--- src/io_space_pkg.sv ---
// How it works
// - io addresses 0x00..0x3f reach single-cycle io
// - 0x00..0x1f allow bit set, clear, skip tests
// - 0x0040..0x103f reached only by load/store
// - writer zeroes reserved bits
// - writer never writes unassigned io addresses
// - wide access is separate byte transfers
// - wide registers sit behind staging latch
// - wide write: low byte first, high last
// - low byte write lands in staging latch
// - high write loads high, copies latch low
// - wide read: low byte first, high last
// - low read returns live, snapshots high byte
// - high read returns staging latch contents
// - writer masks interrupts across wide sequence
// - or isr saves and restores staging latch
// - 24-bit registers use two staging latches
// - 24-bit: write msb last, read lsb first
package io_space_pkg;
	localparam logic [15:0] IO_FIRST     = 16'h0000;
	localparam logic [15:0] BIT_LAST     = 16'h001f;
	localparam logic [15:0] IO_LAST      = 16'h003f;
	localparam logic [15:0] EXT_FIRST    = 16'h0040;
	localparam logic [15:0] EXT_LAST     = 16'h103f;
	localparam int          IO_DEPTH     = 64;
	// example peripheral placed in the extended range
	localparam logic [15:0] PERIPH_BASE  = 16'h0a00;
	localparam logic [2:0]  OFS_CNT_L    = 3'h0;
	localparam logic [2:0]  OFS_CNT_H    = 3'h1;
	localparam logic [2:0]  OFS_PER_B0   = 3'h2;
	localparam logic [2:0]  OFS_PER_B1   = 3'h3;
	localparam logic [2:0]  OFS_PER_B2   = 3'h4;
	localparam logic [2:0]  OFS_TEMP0    = 3'h5;
	localparam logic [2:0]  OFS_TEMP1    = 3'h6;
	localparam logic [2:0]  OFS_LAST     = 3'h6;
	localparam logic [7:0]  TEMP_RESET   = 8'h00;
	localparam logic [15:0] CNT_RESET    = 16'h0000;
	localparam logic [23:0] PER_RESET    = 24'h000000;
	localparam logic [7:0]  UNMAPPED_RD  = 8'h00;

	typedef enum logic [1:0] {
		BIT_NONE,
		BIT_SET,
		BIT_CLEAR,
		BIT_TEST
	} bit_op_e;

	typedef enum logic [3:0] {
		CMD_RD8,
		CMD_WR8,
		CMD_RD16,
		CMD_WR16,
		CMD_RD24,
		CMD_WR24,
		CMD_SET_BIT,
		CMD_CLR_BIT,
		CMD_TEST_BIT,
		CMD_IN,
		CMD_OUT
	} cmd_e;

	// true when an address belongs to an assigned register
	function automatic logic addr_assigned(input logic [15:0] a);
		addr_assigned = (a <= IO_LAST) ||
			((a >= PERIPH_BASE) && (a <= (PERIPH_BASE + {13'h0000, OFS_LAST})));
	endfunction
endpackage

--- src/io_bus_if.sv ---
interface io_bus_if;
	logic [15:0]                addr;
	logic [7:0]                 wdata;
	logic                       rd;
	logic                       wr;
	logic                       io_op;
	io_space_pkg::bit_op_e      bit_op;
	logic [2:0]                 bit_sel;
	logic [7:0]                 rdata;
	logic                       ack;
	logic                       skip;

	modport dev (
		input  addr, wdata, rd, wr, io_op, bit_op, bit_sel,
		output rdata, ack, skip
	);
	modport cpu (
		output addr, wdata, rd, wr, io_op, bit_op, bit_sel,
		input  rdata, ack, skip
	);
endinterface

--- src/io_space_cpu.sv ---
module io_space_cpu (
	// clock and reset
	input  wire logic        ref_clk_in,
	input  wire logic        rst_b_in,
	// device side
	io_bus_if.cpu            bus,
	// command side
	input  wire logic        cmd_valid_in,
	input  wire logic [3:0]  cmd_kind_in,
	input  wire logic [15:0] cmd_addr_in,
	input  wire logic [23:0] cmd_data_in,
	input  wire logic [7:0]  cmd_resv_mask_in,
	input  wire logic [2:0]  cmd_bit_in,
	output logic             cmd_ready_out,
	output logic             done_out,
	output logic             error_out,
	output logic [23:0]      result_out,
	output logic             irq_mask_out
);
	typedef enum logic [1:0] {
		ST_IDLE,
		ST_ISSUE,
		ST_WAIT
	} cpu_state_e;

	cpu_state_e             state_reg;
	io_space_pkg::cmd_e     kind_reg;
	logic [15:0]            addr_reg;
	logic [23:0]            data_reg;
	logic [7:0]             mask_reg;
	logic [2:0]             bit_reg;
	logic [1:0]             idx_reg;
	logic [1:0]             last_reg;
	logic [23:0]            result_reg;
	logic                   done_reg;
	logic                   error_reg;
	logic                   is_wr;
	logic                   is_rd;
	logic                   is_io;
	io_space_pkg::bit_op_e  bop;
	io_space_pkg::cmd_e     new_kind;
	logic [1:0]             new_last;
	logic                   legal;

	assign new_kind = io_space_pkg::cmd_e'(cmd_kind_in);

	// byte count and legality of a new command
	always_comb begin
		new_last = 2'd0;
		legal    = 1'b1;
		case (new_kind)
			io_space_pkg::CMD_RD16, io_space_pkg::CMD_WR16: new_last = 2'd1;
			io_space_pkg::CMD_RD24, io_space_pkg::CMD_WR24: new_last = 2'd2;
			default: new_last = 2'd0;
		endcase
		case (new_kind)
			io_space_pkg::CMD_IN, io_space_pkg::CMD_OUT:
				legal = (cmd_addr_in <= io_space_pkg::IO_LAST);
			io_space_pkg::CMD_SET_BIT, io_space_pkg::CMD_CLR_BIT, io_space_pkg::CMD_TEST_BIT:
				legal = (cmd_addr_in <= io_space_pkg::BIT_LAST);
			io_space_pkg::CMD_WR8, io_space_pkg::CMD_WR16, io_space_pkg::CMD_WR24:
				legal = io_space_pkg::addr_assigned(cmd_addr_in) &&
					io_space_pkg::addr_assigned(cmd_addr_in + {14'h0000, new_last});
			default: legal = 1'b1;
		endcase
	end

	// request lines decoded from the held command
	always_comb begin
		is_wr = 1'b0;
		is_rd = 1'b0;
		is_io = 1'b0;
		bop   = io_space_pkg::BIT_NONE;
		case (kind_reg)
			io_space_pkg::CMD_WR8, io_space_pkg::CMD_WR16, io_space_pkg::CMD_WR24: is_wr = 1'b1;
			io_space_pkg::CMD_OUT: begin
				is_wr = 1'b1;
				is_io = 1'b1;
			end
			io_space_pkg::CMD_IN: begin
				is_rd = 1'b1;
				is_io = 1'b1;
			end
			io_space_pkg::CMD_SET_BIT: begin
				is_io = 1'b1;
				bop   = io_space_pkg::BIT_SET;
			end
			io_space_pkg::CMD_CLR_BIT: begin
				is_io = 1'b1;
				bop   = io_space_pkg::BIT_CLEAR;
			end
			io_space_pkg::CMD_TEST_BIT: begin
				is_io = 1'b1;
				bop   = io_space_pkg::BIT_TEST;
			end
			default: is_rd = 1'b1;
		endcase
	end

	// sequencer: one byte per issue, lowest address first
	always_ff @(posedge ref_clk_in or negedge rst_b_in) begin
		if (!rst_b_in) begin
			state_reg <= ST_IDLE;
			idx_reg   <= 2'd0;
		end else begin
			case (state_reg)
				ST_IDLE: begin
					idx_reg <= 2'd0;
					if (cmd_valid_in && legal) begin
						state_reg <= ST_ISSUE;
					end
				end
				ST_ISSUE: state_reg <= ST_WAIT;
				ST_WAIT: begin
					if (bus.ack) begin
						if (idx_reg == last_reg) begin
							state_reg <= ST_IDLE;
						end else begin
							idx_reg   <= idx_reg + 2'd1;
							state_reg <= ST_ISSUE;
						end
					end
				end
				default: state_reg <= ST_IDLE;
			endcase
		end
	end

	// command capture
	always_ff @(posedge ref_clk_in or negedge rst_b_in) begin
		if (!rst_b_in) begin
			kind_reg <= io_space_pkg::CMD_RD8;
			addr_reg <= 16'h0000;
			data_reg <= 24'h000000;
			mask_reg <= 8'h00;
			bit_reg  <= 3'h0;
			last_reg <= 2'd0;
		end else if (state_reg == ST_IDLE && cmd_valid_in) begin
			kind_reg <= new_kind;
			addr_reg <= cmd_addr_in;
			data_reg <= cmd_data_in;
			mask_reg <= cmd_resv_mask_in;
			bit_reg  <= cmd_bit_in;
			last_reg <= new_last;
		end
	end

	// result collection and completion pulses
	always_ff @(posedge ref_clk_in or negedge rst_b_in) begin
		if (!rst_b_in) begin
			result_reg <= 24'h000000;
			done_reg   <= 1'b0;
			error_reg  <= 1'b0;
		end else begin
			done_reg  <= 1'b0;
			error_reg <= 1'b0;
			if (state_reg == ST_IDLE && cmd_valid_in) begin
				result_reg <= 24'h000000;
				if (!legal) begin
					done_reg  <= 1'b1;
					error_reg <= 1'b1;
				end
			end else if (state_reg == ST_WAIT && bus.ack) begin
				if (bop == io_space_pkg::BIT_TEST) begin
					result_reg[0] <= bus.skip;
				end else if (is_rd) begin
					result_reg[idx_reg*8 +: 8] <= bus.rdata;
				end
				done_reg <= (idx_reg == last_reg);
			end
		end
	end

	// bus drive, strobes only in the issue cycle
	assign bus.addr    = addr_reg + {14'h0000, idx_reg};
	assign bus.wdata   = data_reg[idx_reg*8 +: 8] & ~mask_reg;
	assign bus.wr      = (state_reg == ST_ISSUE) && is_wr;
	assign bus.rd      = (state_reg == ST_ISSUE) && is_rd;
	assign bus.io_op   = is_io;
	assign bus.bit_op  = (state_reg == ST_ISSUE) ? bop : io_space_pkg::BIT_NONE;
	assign bus.bit_sel = bit_reg;

	assign cmd_ready_out = (state_reg == ST_IDLE);
	assign irq_mask_out  = (state_reg != ST_IDLE) && (last_reg != 2'd0);
	assign done_out      = done_reg;
	assign error_out     = error_reg;
	assign result_out    = result_reg;
endmodule

--- src/flat_wrapper.sv ---
// flat-port wrapper written by rule: the top's interface ports become plain ports
module io_space_cpu_flat 
  (ref_clk_in, rst_b_in, cmd_valid_in, cmd_kind_in, cmd_addr_in, cmd_data_in, cmd_resv_mask_in, cmd_bit_in, cmd_ready_out, done_out, error_out, result_out, irq_mask_out, bus_addr, bus_wdata, bus_rd, bus_wr, bus_io_op, bus_bit_op, bus_bit_sel, bus_rdata, bus_ack, bus_skip);
  io_bus_if bus_i ();
  input  wire logic ref_clk_in;
  input  wire logic rst_b_in;
  input  wire logic cmd_valid_in;
  input  wire logic [3:0] cmd_kind_in;
  input  wire logic [15:0] cmd_addr_in;
  input  wire logic [23:0] cmd_data_in;
  input  wire logic [7:0] cmd_resv_mask_in;
  input  wire logic [2:0] cmd_bit_in;
  output logic cmd_ready_out;
  output logic done_out;
  output logic error_out;
  output logic [23:0] result_out;
  output logic irq_mask_out;
  output wire logic [$bits(bus_i.addr)-1:0] bus_addr;
  output wire logic [$bits(bus_i.wdata)-1:0] bus_wdata;
  output wire logic [$bits(bus_i.rd)-1:0] bus_rd;
  output wire logic [$bits(bus_i.wr)-1:0] bus_wr;
  output wire logic [$bits(bus_i.io_op)-1:0] bus_io_op;
  output wire logic [$bits(bus_i.bit_op)-1:0] bus_bit_op;
  output wire logic [$bits(bus_i.bit_sel)-1:0] bus_bit_sel;
  input wire logic [$bits(bus_i.rdata)-1:0] bus_rdata;
  input wire logic [$bits(bus_i.ack)-1:0] bus_ack;
  input wire logic [$bits(bus_i.skip)-1:0] bus_skip;
  assign bus_addr = bus_i.addr;
  assign bus_wdata = bus_i.wdata;
  assign bus_rd = bus_i.rd;
  assign bus_wr = bus_i.wr;
  assign bus_io_op = bus_i.io_op;
  assign bus_bit_op = bus_i.bit_op;
  assign bus_bit_sel = bus_i.bit_sel;
  assign bus_i.rdata = bus_rdata;
  assign bus_i.ack = bus_ack;
  assign bus_i.skip = bus_skip;
  io_space_cpu u_core (.ref_clk_in(ref_clk_in), .rst_b_in(rst_b_in), .bus(bus_i), .cmd_valid_in(cmd_valid_in), .cmd_kind_in(cmd_kind_in), .cmd_addr_in(cmd_addr_in), .cmd_data_in(cmd_data_in), .cmd_resv_mask_in(cmd_resv_mask_in), .cmd_bit_in(cmd_bit_in), .cmd_ready_out(cmd_ready_out), .done_out(done_out), .error_out(error_out), .result_out(result_out), .irq_mask_out(irq_mask_out));
endmodule
--- config.mk ---
export PLATFORM = sky130hd
export DESIGN_NAME = io_space_cpu_flat
export DESIGN_NICKNAME = d
export VERILOG_FILES = /design/src/io_space_pkg.sv /design/src/io_bus_if.sv /design/src/io_space_cpu.sv /design/src/flat_wrapper.sv
export SDC_FILE = /design/constraint.sdc
export NUM_CORES = 1
export LEC_CHECK = 0
export ABC_CLOCK_PERIOD_IN_PS = 3000
export BUFFER_PORTS_ARGS = -buffer_cell sky130_fd_sc_hd__buf_2
export CAP_MARGIN = 20
export CORE_UTILIZATION = 52
export CTS_CLUSTER_DIAMETER = 80
export CTS_CLUSTER_SIZE = 20
export DETAILED_ROUTE_END_ITERATION = 10
export GPL_TIMING_DRIVEN = 0
export MAX_ROUTING_LAYER = met4
export PLACE_DENSITY = 0.8
export SLEW_MARGIN = 20
export SYNTH_ARGS = -nofsm -noshare
export SYNTH_HDL_FRONTEND = slang
export SYNTH_SLANG_ARGS = --single-unit
--- constraint.sdc ---
create_clock -name ref_clk_in -period 3 [get_ports ref_clk_in]
set_input_delay 0.3 -clock ref_clk_in [delete_from_list [all_inputs] [get_ports ref_clk_in]]
set_output_delay 0.3 -clock ref_clk_in [all_outputs]
set_load 0.01 [all_outputs]
---- Word-level counts from Yosys, hierarchy flattened ----
Index checks and enable logic that the tools add are counted.
word-level totals
  register bits ........................... 87
  bits in latches ......................... 0
  memory bits (writable) .................. 0
  ROM bits ................................ 0
  input bits .............................. 68
  output and inout bits ................... 60
  word-level logic and storage cells ...... 108
  memories ................................ 0
cells by class
  add/sub/neg operators ................... 4
  multiply operators ...................... 0
  div/mod/pow operators ................... 0
  magnitude comparators ................... 7
  eq/ne operators ......................... 28
  shift operators ......................... 3
  muxes and demuxes ....................... 24
  bitwise operators ....................... 2
  reductions and logical operators ........ 28
operators by type and width
  operator                 number
  $mux 24                  3
  $neg 5->34               1
  $shift 8x34->24 const A  1
  $shiftx 8x34->24         1
  $add 16x2->16            2
  $ge 16x12->1 const B     2
  $le 16x12->1 const B     2
  $le 16x6->1 const B      2
  $eq 4x3->1 const B       7
  $bwmux 24                1
  $eq 4x4->1 const B       6
  $shiftx 24x6->8          1
  $mux 23                  1
  $le 16x5->1 const B      1
  $eq 4x2->1 const B       3
  $pmux 2 s3               2
  $mux 2                   5
  $logic_and 1x1->1        9
  $mux 1                   9
  $and 8x8->8              1
  $eq 4x1->1 const B       2
  $not 8->8                1
  $pmux 2 s2               2
  $reduce_bool 2->1        4
  17 further kinds         27

---- Longest topological paths before layout ----
  depth in word-level cells ............... 12
  gate-level depth with buffers ........... 10
  depth with buffers taken out ............ 10

---- Worst setup path after synthesis ----
Ideal clock, no wire load.
  path kind ............................... reg-to-output
  from .................................... reg u_core.idx_reg[1]
  to ...................................... out bus_addr[12]
  arrival time ............................ 2.215 ns
  required time ........................... 2.700 ns
  slack ................................... 0.485 ns
  cell stages (with the launch flop) ...... 7
  path buffers ............................ 1
  cell sequence ........................... dfrtp_1 > buf_1 > inv_1 > fa_1 > nor3_1 > nand3_1 > xnor2_1
between the ends
  longest elaborated chain between the ends .. 1
RTL lines
  item                    RTL line             text
  from (decl)             io_space_cpu.sv:32   logic [1:0] idx_reg;
  from (signal assigned)  io_space_cpu.sv:119  idx_reg <= idx_reg + 2'd1;
  $add 16x2->16           io_space_cpu.sv:175  assign bus.addr = addr_reg + {14'h0000, idx_reg};
  to (decl)               flat_wrapper.sv:18   output wire logic [$bits(bus_i.addr)-1:0] bus_addr;
Every way passes these cells.

---- Final worst setup path ----
  from .................................... reg u_core.idx_reg[1]
  to ...................................... out bus_addr[14]
The elaborated chain is that of the path after synthesis.

==> impl_metrics.json <==
{
  "crit_path_end_kind": "output pin",
  "crit_fanout": 10,
  "setup_viol": 0,
  "cts_root_buf": "clkbuf_8",
  "fillers": 656,
  "wire_per_inst_um": 14.9,
  "syn_to_final_growth_pct": 23.4,
  "synth_compound_area_frac": 0.119,
  "chipWidth_um": 93.2,
  "synthArstFlopShare": 1.00,
  "cts_inserted_buffers": 9,
  "syn_nets": 558,
  "route.detailed.drc": 0,
  "num_rows": 32,
  "grt_pass1_vias": 3908,
  "synth_top_area_cell": "dfrtp_1",
  "clock_latency_ns": 0.37,
  "start_util": 0.549,
  "gp_congestion": 0.860,
  "cp_slowest_stage_delay_ns": 0.54,
  "path_delay_family": "buffers and inverters",
  "clkPwrFrac": 0.188,
  "synth_warnings": 0,
  "via_count": 3902,
  "hp-class": "in2reg",
  "synth-simple-area-share": 0.258,
  "power_frac_seq": 0.427,
  "hold_viol": 0,
  "utilization": 0.677,
  "period_share": 0.946,
  "grt_setup_unrepaired": "false",
  "critPathArrivalTime_ns": 2.54,
  "slowest_stage": "fa_1",
  "io-pin-count": 128,
  "cp_num_buf_inv": 3,
  "ant_nets": 0,
  "routed_wirelength_mm": 10.8,
  "clk_path_buf_depth": 2,
  "crit_required_ns": 2.70,
  "max_slew_margin": 0.486,
  "dr.first_iter.drc_count": 245,
  "dieArea_um2": 8690,
  "whs_ns": 0.125,
  "swShare": 0.404,
  "synth_xor_area_frac": 0.0344,
  "netlist_instances": 481,
  "post_dp_cell_area_um2": 5120,
  "synth_edf_count": 0,
  "worstMarginPinSlew_ns": 0.771,
  "dp_cells": 711,
  "drive_gt1_frac": 0.259,
  "muxShareOfSynthArea": 0.0286,
  "synthTopCellsByArea": "dfrtp_1 50%, nand2_1 15%, a22o_1 4.5%, nor2_1 2.4%, xnor2_1 2.4%",
  "finalNonFillerCells": 728,
  "skew_ns": 0.0113,
  "nets": 698,
  "yosys.area.top_type_share": 0.503,
  "viasPerCell": 5.36,
  "p_leak_nw": 2.87,
  "irDropWorstVdd_v": 0.000526,
  "period_minus_slack_ns": 2.84,
  "clock-sinks": 87,
  "max_cap_viol_count": 0,
  "setup_tns_ns": 0,
  "grtUsageTotal": 0.278,
  "path_class": "reg2out",
  "fmax_ghz": 0.352,
  "dr.pass1.iters": 5,
  "fin_area_um2": 5340,
  "power_density_nw_per_um2": 840,
  "startpoint_type": "register",
  "power_switching_mw": 1.81,
  "synth_fa_ha_area_frac": 0.0295,
  "synth_seq_cells": 87,
  "ys_seq_area_frac": 0.503,
  "cts_tree": "built",
  "combPwrFrac": 0.385,
  "slew_violations": 0,
  "grt_pass1_wl_mm": 18.3,
  "synthesis.area_um2": 4330,
  "die_h_um": 93.2,
  "globalRouteOverflowTotal": 0,
  "antenna_found_initial": 0,
  "htreeDepth": 3,
  "status": "complete, no violations",
  "clk_pin_slew_ns": 0.09,
  "grt_start_max_net_pins": 48,
  "antenna_cells": 0,
  "netlist-cell-type-count": 50,
  "synth_flop_cell": "dfrtp_1",
  "synth_top_family_by_area": "simple AND/OR/NAND/NOR gates",
  "coreArea_um2": 7890,
  "avgSynthCellArea_um2": 9.00,
  "crit_chain": "buf_4 > inv_1 > fa_1 > nor3_2 > nand3_1 > xnor2_1 > buf_2",
  "portBuffers": 127,
  "internal-power_mw": 2.68,
  "hpwl_mm": 8.16
}
[metal layers]
layer | track usage | part of all wire
met1 | 0.361 | 0.44
met2 | 0.444 | 0.49
met3 | 0.0439 | 0.049
met4 | 0.0987 | 0.016
met5 | - | 0
[cell type report]
cell class	instances	area, um^2	area share
clock inverter	7	77.6	0.0145
sequential	87	2180	0.408
timing repair buffer	129	676	0.126
multi-input combinational	364	2040	0.381
inverter	12	45.0	0.00843
tap	102	128	0.0239
buffer	18	76.3	0.0143
clock buffer	9	124	0.0232
[Yosys cell counts, types with 3 or more instances]
library cell and n:
a21o_1 3, a21oi_1 15, a22o_1 22, and2_1 3
and3_1 4, buf_1 3, buf_2 4, clkbuf_1 11
dfrtp_1 87, ha_1 7, inv_1 12, mux2_2 3
mux2i_1 9, nand2_1 175, nand2b_1 7, nand3_1 6
nand4_1 9, nor2_1 28, nor2b_1 4, nor3_1 5
o21ai_0 13, xnor2_1 12, xor2_1 5
[cell usage in the layout, fill, tap and decap left out, drive strengths merged, types with 9 or more instances in the layout]
cell,n
a22o,22
buf,135
dfrtp,87
o21ai,13
nor2,28
mux2i,9
nand2,175
inv,15
clkbuf,20
a21oi,16
nand4,9
xnor2,12
[per-stage QoR]
step	total power, mW	setup slack [ns]
5_1_grt	4.83	0.00110
6_report	4.49	0.162
2_1_floorplan	3.00	0.485
3_3_place_gp	3.57	-0.0758
3_5_place_dp	3.67	-0.107
4_1_cts	4.51	0.0696
[timing repair]
item | in CTS | in global routing
buffers inserted | 0 | 0
hold buffers | 1 | 0
hold endpoints to repair | 40 | 0
resized for setup | 3 | 1
endpoints found under the setup margin | 6 | 2
[logic make-up after synthesis]
| logic type | after synthesis |
|---|---|
| compound gates | 71 |
| xor+xnor | 17 |
| fa+ha+maj | 9 |
| buf+inv | 30 |
| flops | 87 |
| mux | 12 |
| simple gates | 255 |
[power by group through the flow]
stage / sequential, mW / combinational (mW) / clock, mW
finish: 1.92 / 1.73 / 0.845
global route: 1.97 / 1.95 / 0.909
CTS: 1.92 / 1.74 / 0.854
detailed placement: 1.94 / 1.73 / 0
global placement: 1.91 / 1.66 / 0
floorplan: 1.89 / 1.11 / 0
[worst min-delay path: cells and delay by family]
| family | cells | cell delay [ns] |
|---|---|---|
| buffers and inverters | 1 | 0.07 |
| and+or+nand+nor | 2 | 0.08 |
[path summary, 6_finish.rpt]
check / startpoint / end / slack, ns / depth (start not counted)
setup / recovery: u_core.idx_reg[1]$_DFFE_PN0P_ / bus_addr[14] / 0.16 / 7
max in group asynchronous: rst_b_in / u_core.idx_reg[1]$_DFFE_PN0P_ / 1.93 / 3
hold reg to reg: u_core.mask_reg[7]$_DFFE_PN0P_ / u_core.mask_reg[7]$_DFFE_PN0P_ / 0.48 / 2
hold / removal: cmd_resv_mask_in[1] / u_core.mask_reg[1]$_DFFE_PN0P_ / 0.13 / 3
min in group asynchronous: rst_b_in / u_core.addr_reg[4]$_DFFE_PN0P_ / 0.45 / 2
setup reg to reg: u_core.idx_reg[1]$_DFFE_PN0P_ / u_core.result_out[2]$_DFFE_PN0P_ / 0.69 / 6
Note: power is estimated with default switching activity, not from simulation.
